File: config.mk
export PLATFORM = sky130hd
export DESIGN_NAME = rdt_timer
export DESIGN_NICKNAME = d
export VERILOG_FILES = /design/src/rdt_pkg.sv /design/src/rdt_edge_sync.sv /design/src/rdt_timer.sv
export VERILOG_INCLUDE_DIRS = /design/src
export SDC_FILE = /design/constraint.sdc
export NUM_CORES = 1
export LEC_CHECK = 0
export BUFFER_PORTS_ARGS = -buffer_cell sky130_fd_sc_hd__buf_2
export CAP_MARGIN = 40
export CORE_MARGIN = 2
export CORE_UTILIZATION = 40
export DETAILED_ROUTE_END_ITERATION = 7
export HOLD_SLACK_MARGIN = 0.06
export PLACE_DENSITY = 0.71
export SYNTH_ARGS = -nofsm -noshare
export SYNTH_HDL_FRONTEND = slang
export SYNTH_SLANG_ARGS = --single-unit
File: constraint.sdc
create_clock -name clock -period 4.23 [get_ports clock]
set_input_delay 0.423 -clock clock [delete_from_list [all_inputs] [get_ports clock]]
set_output_delay 0.423 -clock clock [all_outputs]
set_load 0.1 [all_outputs]
File: src/rdt_timer_map.svh
`ifndef RDT_TIMER_MAP_SVH
`define RDT_TIMER_MAP_SVH

// ----------------------------------------------------------------
// Widths
// ----------------------------------------------------------------
`define RDT_CNT_W 32
`define RDT_ADDR_W 12
`define RDT_CTRL_W 4

// ----------------------------------------------------------------
// Register byte offsets
// ----------------------------------------------------------------
`define RDT_OFF_CTRL 12'h000
`define RDT_OFF_VALUE 12'h004
`define RDT_OFF_RELOAD 12'h008
`define RDT_OFF_STATUS 12'h00c
`define RDT_OFF_MASK 12'h010

// ----------------------------------------------------------------
// Field positions
// ----------------------------------------------------------------
`define RDT_CTRL_RUN_BIT 0
`define RDT_CTRL_EXTEN_BIT 1
`define RDT_CTRL_EXTCLK_BIT 2
`define RDT_CTRL_INTEN_BIT 3
`define RDT_STS_PEND_BIT 0
`define RDT_MASK_PEND_BIT 0

// ----------------------------------------------------------------
// Reset values
// ----------------------------------------------------------------
`define RDT_RST_CTRL 4'h0
`define RDT_RST_COUNT 32'h0000_0000
`define RDT_RST_RELOAD 32'h0000_0000
`define RDT_RST_STATUS 1'b0
`define RDT_RST_MASK 1'b1
`define RDT_RST_RDATA 32'h0000_0000

`endif

File: src/rdt_pkg.sv
`include "rdt_timer_map.svh"

package rdt_pkg;

	// Control bits, bit 0 at the bottom
	typedef struct packed {
		logic intEn;
		logic extClockSelect;
		logic extEnableSelect;
		logic timerRunBit;
	} rdt_ctrl_t;

	// Whole state of the timer top
	typedef struct packed {
		rdt_ctrl_t ctrl;
		logic [`RDT_CNT_W-1:0] countVal;
		logic [`RDT_CNT_W-1:0] reloadVal;
		logic irqPendingBit;
		logic irqMask;
		logic extArmed;
		logic [`RDT_CNT_W-1:0] prdata;
		logic pready;
		logic pslverr;
		logic irqOut;
	} rdt_state_t;

	// State of the input synchroniser and edge detector
	typedef struct packed {
		logic meta;
		logic sync;
		logic prev;
		logic rise;
	} rdt_sync_t;

	// Register selected by the bus address
	typedef enum logic [2:0] {
		RDT_SEL_NONE,
		RDT_SEL_CTRL,
		RDT_SEL_VALUE,
		RDT_SEL_RELOAD,
		RDT_SEL_STATUS,
		RDT_SEL_MASK
	} rdt_sel_t;

endpackage

File: src/rdt_edge_sync.sv
`timescale 1ns/1ps

module rdt_edge_sync
	import rdt_pkg::*;
(
	input wire logic clock, // Peripheral clock
	input wire logic rstn, // Synchronised active-low reset
	input wire logic asyncIn, // Pin level from outside
	output logic risePulse // One-cycle pulse per rising edge
);

	rdt_sync_t s_r;
	rdt_sync_t s_nxt;

	// ----------------------------------------------------------------
	// Two-flop synchroniser and edge detector
	// ----------------------------------------------------------------
	// Only the second and third stages feed the edge compare, so a metastable
	// first stage never reaches logic
	always_comb begin
		s_nxt = s_r;
		s_nxt.meta = asyncIn;
		s_nxt.sync = s_r.meta;
		s_nxt.prev = s_r.sync;
		s_nxt.rise = s_r.sync & ~s_r.prev;
	end

	// State register
	always_ff @(posedge clock or negedge rstn) begin
		if (!rstn) begin
			s_r <= '0;
		end else begin
			s_r <= s_nxt;
		end
	end

	assign risePulse = s_r.rise;

endmodule

File: src/rdt_timer.sv
`timescale 1ns/1ps
`include "rdt_timer_map.svh"

// Overview of operation
// - The timer is one 32-bit down-counter.
// - On a count tick at zero the counter loads the reload value and counts down from there.
// - Reaching zero with interrupt enable set sets the pending bit, which raises the timer interrupt while the mask bit is set.
// - The pending bit stays set until software clears it.
// - A bus write to the count value register replaces the counter at once.
// - When zero is reached with interrupt enable set in the cycle the pending bit is cleared, the bit stays set.
// - With external enable selected, a rising edge on the external pin starts the count.
// - With external clock selected, the pin is synchronised by two flops and each rising edge is one tick.
// - Control holds run at bit 0, external enable at 1, external clock at 2, interrupt enable at 3, reset zero.
// - Writing one to bit 0 of the status register clears the pending bit, a zero leaves it.
// - A read of the count value register returns the live counter.
module rdt_timer
	import rdt_pkg::*;
(
	input wire logic clock, // Peripheral clock, 125 MHz
	input wire logic rstn, // Active-low asynchronous reset
	input wire logic [`RDT_ADDR_W-1:0] paddr, // APB address
	input wire logic psel, // APB select
	input wire logic penable, // APB enable
	input wire logic pwrite, // APB direction
	input wire logic [`RDT_CNT_W-1:0] pwdata, // APB write data
	output logic [`RDT_CNT_W-1:0] prdata, // APB read data
	output logic pready, // APB ready
	output logic pslverr, // APB error on unmapped address
	input wire logic extTimerInput, // External enable or clock pin
	output logic irq // Level interrupt
);

	// ----------------------------------------------------------------
	// Reset release
	// ----------------------------------------------------------------
	logic rstMeta_r;
	logic rstSync_r;

	// Assert at once, release after two edges
	// Every flop behind this pair leaves reset on the same edge, never on a metastable one
	always_ff @(posedge clock or negedge rstn) begin
		if (!rstn) begin
			rstMeta_r <= 1'b0;
			rstSync_r <= 1'b0;
		end else begin
			rstMeta_r <= 1'b1;
			rstSync_r <= rstMeta_r;
		end
	end

	// ----------------------------------------------------------------
	// External pin conditioning
	// ----------------------------------------------------------------
	logic extRise;

	// Pin is slow by contract, so one rising-edge pulse per period
	rdt_edge_sync u_extSync (
		.clock(clock),
		.rstn(rstSync_r),
		.asyncIn(extTimerInput),
		.risePulse(extRise)
	);

	// ----------------------------------------------------------------
	// State and decode helpers
	// ----------------------------------------------------------------
	rdt_state_t s_r;
	rdt_state_t s_nxt;
	rdt_sel_t sel;
	logic setupPh;
	logic accessDone;
	logic wrDone;
	logic rdDone;
	logic valueWr;
	logic statusClr;
	logic tick;
	logic zeroHit;
	logic pendSet;

	// Address decode, one aligned word per register
	always_comb begin
		if (paddr == `RDT_OFF_CTRL) begin
			sel = RDT_SEL_CTRL;
		end else if (paddr == `RDT_OFF_VALUE) begin
			sel = RDT_SEL_VALUE;
		end else if (paddr == `RDT_OFF_RELOAD) begin
			sel = RDT_SEL_RELOAD;
		end else if (paddr == `RDT_OFF_STATUS) begin
			sel = RDT_SEL_STATUS;
		end else if (paddr == `RDT_OFF_MASK) begin
			sel = RDT_SEL_MASK;
		end else begin
			sel = RDT_SEL_NONE;
		end
	end

	// Bus phases; writes and read side effects land only at completion
	assign setupPh = psel & ~penable;
	assign accessDone = psel & penable & s_r.pready;
	assign wrDone = accessDone & pwrite;
	assign rdDone = accessDone & ~pwrite;
	assign valueWr = wrDone & (sel == RDT_SEL_VALUE);

	// Count ticks: external clock edges or every cycle, gated by run and arming
	always_comb begin
		tick = s_r.ctrl.timerRunBit & (~s_r.ctrl.extEnableSelect | s_r.extArmed);
		if (s_r.ctrl.extClockSelect) begin
			tick = tick & extRise;
		end
	end

	assign zeroHit = tick & (s_r.countVal == `RDT_RST_COUNT);
	assign pendSet = zeroHit & s_r.ctrl.intEn;

	// Clear by write-one or by read of the status word
	assign statusClr = (wrDone & (sel == RDT_SEL_STATUS) & pwdata[`RDT_STS_PEND_BIT])
		| (rdDone & (sel == RDT_SEL_STATUS));

	// ----------------------------------------------------------------
	// Next-state logic
	// ----------------------------------------------------------------
	always_comb begin
		s_nxt = s_r;

		// Control, reload and mask register writes
		if (wrDone && sel == RDT_SEL_CTRL) begin
			s_nxt.ctrl.timerRunBit = pwdata[`RDT_CTRL_RUN_BIT];
			s_nxt.ctrl.extEnableSelect = pwdata[`RDT_CTRL_EXTEN_BIT];
			s_nxt.ctrl.extClockSelect = pwdata[`RDT_CTRL_EXTCLK_BIT];
			s_nxt.ctrl.intEn = pwdata[`RDT_CTRL_INTEN_BIT];
		end
		if (wrDone && sel == RDT_SEL_RELOAD) begin
			s_nxt.reloadVal = pwdata;
		end
		if (wrDone && sel == RDT_SEL_MASK) begin
			s_nxt.irqMask = pwdata[`RDT_MASK_PEND_BIT];
		end

		// Arming drops whenever the run or select bit is off, so each start needs a fresh edge
		if (!s_r.ctrl.timerRunBit || !s_r.ctrl.extEnableSelect) begin
			s_nxt.extArmed = 1'b0;
		end else if (extRise) begin
			s_nxt.extArmed = 1'b1;
		end

		// Counter; a software write beats the count in the same cycle
		if (valueWr) begin
			s_nxt.countVal = pwdata;
		end else if (zeroHit) begin
			s_nxt.countVal = s_r.reloadVal;
		end else if (tick) begin
			s_nxt.countVal = s_r.countVal - `RDT_CNT_W'(1);
		end

		// Pending bit, set beats clear
		s_nxt.irqPendingBit = (s_r.irqPendingBit & ~statusClr) | pendSet;

		// Registered interrupt level from the next state
		s_nxt.irqOut = s_nxt.irqPendingBit & s_nxt.irqMask;

		// Bus answer: read data sampled in setup, presented with ready in access
		s_nxt.pready = setupPh;
		s_nxt.pslverr = setupPh & (sel == RDT_SEL_NONE);
		if (setupPh) begin
			if (pwrite) begin
				s_nxt.prdata = `RDT_RST_RDATA;
			end else if (sel == RDT_SEL_CTRL) begin
				s_nxt.prdata = `RDT_CNT_W'(s_r.ctrl);
			end else if (sel == RDT_SEL_VALUE) begin
				s_nxt.prdata = s_r.countVal;
			end else if (sel == RDT_SEL_RELOAD) begin
				s_nxt.prdata = s_r.reloadVal;
			end else if (sel == RDT_SEL_STATUS) begin
				s_nxt.prdata = `RDT_CNT_W'(s_r.irqPendingBit);
			end else if (sel == RDT_SEL_MASK) begin
				s_nxt.prdata = `RDT_CNT_W'(s_r.irqMask);
			end else begin
				s_nxt.prdata = `RDT_RST_RDATA;
			end
		end
	end

	// ----------------------------------------------------------------
	// State register
	// ----------------------------------------------------------------
	always_ff @(posedge clock or negedge rstSync_r) begin
		if (!rstSync_r) begin
			s_r.ctrl <= rdt_ctrl_t'(`RDT_RST_CTRL);
			s_r.countVal <= `RDT_RST_COUNT;
			s_r.reloadVal <= `RDT_RST_RELOAD;
			s_r.irqPendingBit <= `RDT_RST_STATUS;
			s_r.irqMask <= `RDT_RST_MASK;
			s_r.extArmed <= 1'b0;
			s_r.prdata <= `RDT_RST_RDATA;
			s_r.pready <= 1'b0;
			s_r.pslverr <= 1'b0;
			s_r.irqOut <= 1'b0;
		end else begin
			s_r <= s_nxt;
		end
	end

	// Outputs straight from the state flops
	assign prdata = s_r.prdata;
	assign pready = s_r.pready;
	assign pslverr = s_r.pslverr;
	assign irq = s_r.irqOut;
endmodule

==> metrics.txt <==
CP startpoint=s_r[76]; Post-Synth XOR/XNOR Area=about 2.5%; Fmax=roughly 360 MHz; measured slew at the worst slew-check pin=between 0.8 and 0.9 ns; post-synthesis mux area share=between 8 and 9%; initial DRC count=~340; yosys warns=0; CTS resizes=0; row count=44; Final TNS setup=0 ns; Final nets=703; TritonCTS Buffers=9; NetSw=0.465 mW; Power Total=between 2 and 2.5 mW; maximum fanout along the worst path=29; CTS tree=done; outcome=finished clean; clock sinks=112; RSZ-0062 raised after global routing=no; FF+latch count, synth=approximately 110; cells after synthesis=roughly 610; post-synthesis adder-cell area fraction=0.208%; Layout Cell Area excl Fill=6790 µm²; Min-Delay Path Class=in2reg; internal power=between 1.5 and 2 mW; Skew-Pair Late Insertion Delay=0.36 ns; leakage power=approximately 3.1 nW; area of the die=about 16000 µm²; Net Count, Synth=~660; Placed Area=6460 µm²; Setup CP Type=reg2reg; Antenna diodes=0; WL/cell=between 15 and 20 µm; Compound-Gate Fraction of Synth Area=between 15 and 20%; number of H-tree levels=3; Comb pwr share=4.4%; final setup fails=0; Placer Congestion=~0.84; PwrDens=304 nW/µm²; first-pass GRT wire length=25700 µm; I/O pin count=85; Post-Layout Cell Count=around 840; Critical R2R Launch=s_r[76]; max-cap viol count=0; DR DRC count=0; maximum number of pins on one net before global-route repair=60; routed wire length=around 16000 µm; maximum VDD drop=193 µV; DRT antenna net count=0; initial antenna violation count=0; max-slew violations=0; die height=approximately 130 µm; crit end category=flip-flop; Synth cell types=between 50 and 60; Final Hold Viols=0; period utilisation layout=65.8%; Worst-path clk slew=0.07 ns; Post-synth ARST share=100%; power share of the clock group=43.1%; Post-Syn Area=between 6000 and 7000 µm²; sequential area share after synthesis=46.5%; main combinational cell family by area after synthesis=compound AO/OA/AOI/OAI gates; GR Util All Layers=20.1%; Placed Cells incl. Taps=slightly above 800; DR pass1 iterations=5; number of flops mapped to enable cells by yosys=0; Syn Area/Cell=9.86 µm²; Crit path arrival time=between 3 and 4 ns; clk_skew=approximately 0.0074 ns; Flop pwr share=a little over half; Required @ worst endpoint=approximately 4.5 ns; drt via density=just under 6; Sw Ratio=22.5%; Final Util=between 40% and 50%; share of layout cells above drive strength 1=27.1%; CP Launch Type=flip-flop; fin crit period=roughly 2.8 ns; Max clock buf depth=2; die width=127 µm; vias in the first global route=approximately 5000; Core ar.=between 10000 and 15000 µm²; Initial Utilization=approximately two fifths; clock root cell=clkbuf_16; HPWL Detailed=roughly 11000 µm; simple-gate share of the synthesized area=between 10% and 20%; Slew headroom=42.0%; P&R area growth vs syn=12.7%; Hold Startpoint=extTimerInput; PortBufs=84; total grt overflow=0; Via Count=just under 5000; Synth Flop Type=dfrtp_1
flip-flops by register name (all words and copies together) (netlist names):
register             cells
u_extSync.risePulse      1
rstMeta_r                1
irq                      1
pready                   1
u_extSync.s_r            1
u_extSync.s_nxt          2
rstSync_r                1
prdata                  32
s_r                     71
pslverr                  1
worst max-delay path: stages, from the launching register on:
cell and delay [ns]:
dfrtp_1 0.46, nor4_4 0.51, nand4_2 0.45, or4b_4 0.85
mux2i_1 0.25, o211ai_1 0.10
per-layer routing:
layer,vias to the layer above,part of all wire (%),GRT usage [%]
met5,-,0,0
met4,0,1.1,4.78
met3,14,6.4,5.19
met2,174,49,33.3
met1,2426,43,26.5
li1,2280,-,-
worst paths after layout:
kind	to	slack, ns	depth (start not counted)
hold reg to reg	prdata[7]	0.23	0
min in group asynchronous	prdata[7]	0.23	0
max in group asynchronous	prdata[15]	3.29	1
setup reg to reg	s_r[77]	1.45	5
hold / removal	u_extSync.s_nxt[2]	0.17	1
setup / recovery	s_r[77]	1.45	5
layout make-up:
class / instances / area, µm²
clock buffer: 12 / 256
clock inverter: 4 / 51.3
fill: 1402 / 7850
inverter: 7 / 26.3
multi-input combinational: 418 / 2800
sequential: 112 / 2810
tap: 184 / 230
timing repair buffer: 104 / 619
synthesized netlist by cell type (8+ instances only):
cell type	instances	area [µm²]
buf_4	32	240
o211ai_1	9	67.6
nand2_1	63	236
xnor2_1	14	123
a22oi_1	28	210
nor4_1	12	75.1
dfrtp_1	111	2780
a21oi_1	13	65.1
mux2_2	35	394
nand3_1	30	150
nor2_1	20	75.1
o21ai_0	57	285
clkbuf_1	30	113
nor3_1	19	95.1
mux2i_1	8	80.1
a22o_1	11	96.3
cells by family after synthesis:
family,after synthesis
and+or+nand+nor,194
DFF,112
adders and majority gates,1
muxes,45
buffers and inverters,81
other,1
xor gates and xnor gates,17
AOI/OAI and AO/OA,160
timing repair:
action,in CTS,in global routing
hold buffers,1,0
buffers inserted,0,0
endpoints found under the hold margin,2,0
power by group through the flow:
stage / Sequential (mW) / Combinational [mW] / Clock, mW
floorplan: 1.12 / 0.0221 / 0
finish: 1.08 / 0.0905 / 0.890
global placement: 1.11 / 0.0739 / 0
CTS: 1.08 / 0.0924 / 0.911
detailed placement: 1.10 / 0.0912 / 0
global route: 1.08 / 0.100 / 0.955
placed cells by master (no fill, tap or decap), drive strengths merged, types with 14 or more instances in the layout:
master,count
a22oi,28
nand3,30
o211ai,16
nor4,15
nor3,20
xnor2,14
dfrtp,111
o21ai,60
mux2,37
nor2,20
buf,103
nand2,63
per-stage QoR:
stage	setup WS, ns	hold slack [ns]
after detailed placement	1.34	0.209
after floorplan	0.881	0.127
after CTS	1.49	0.153
final	1.45	0.167
after global routing	1.29	0.151
after global placement	1.36	0.208
Power figures use the tool's default switching activity.
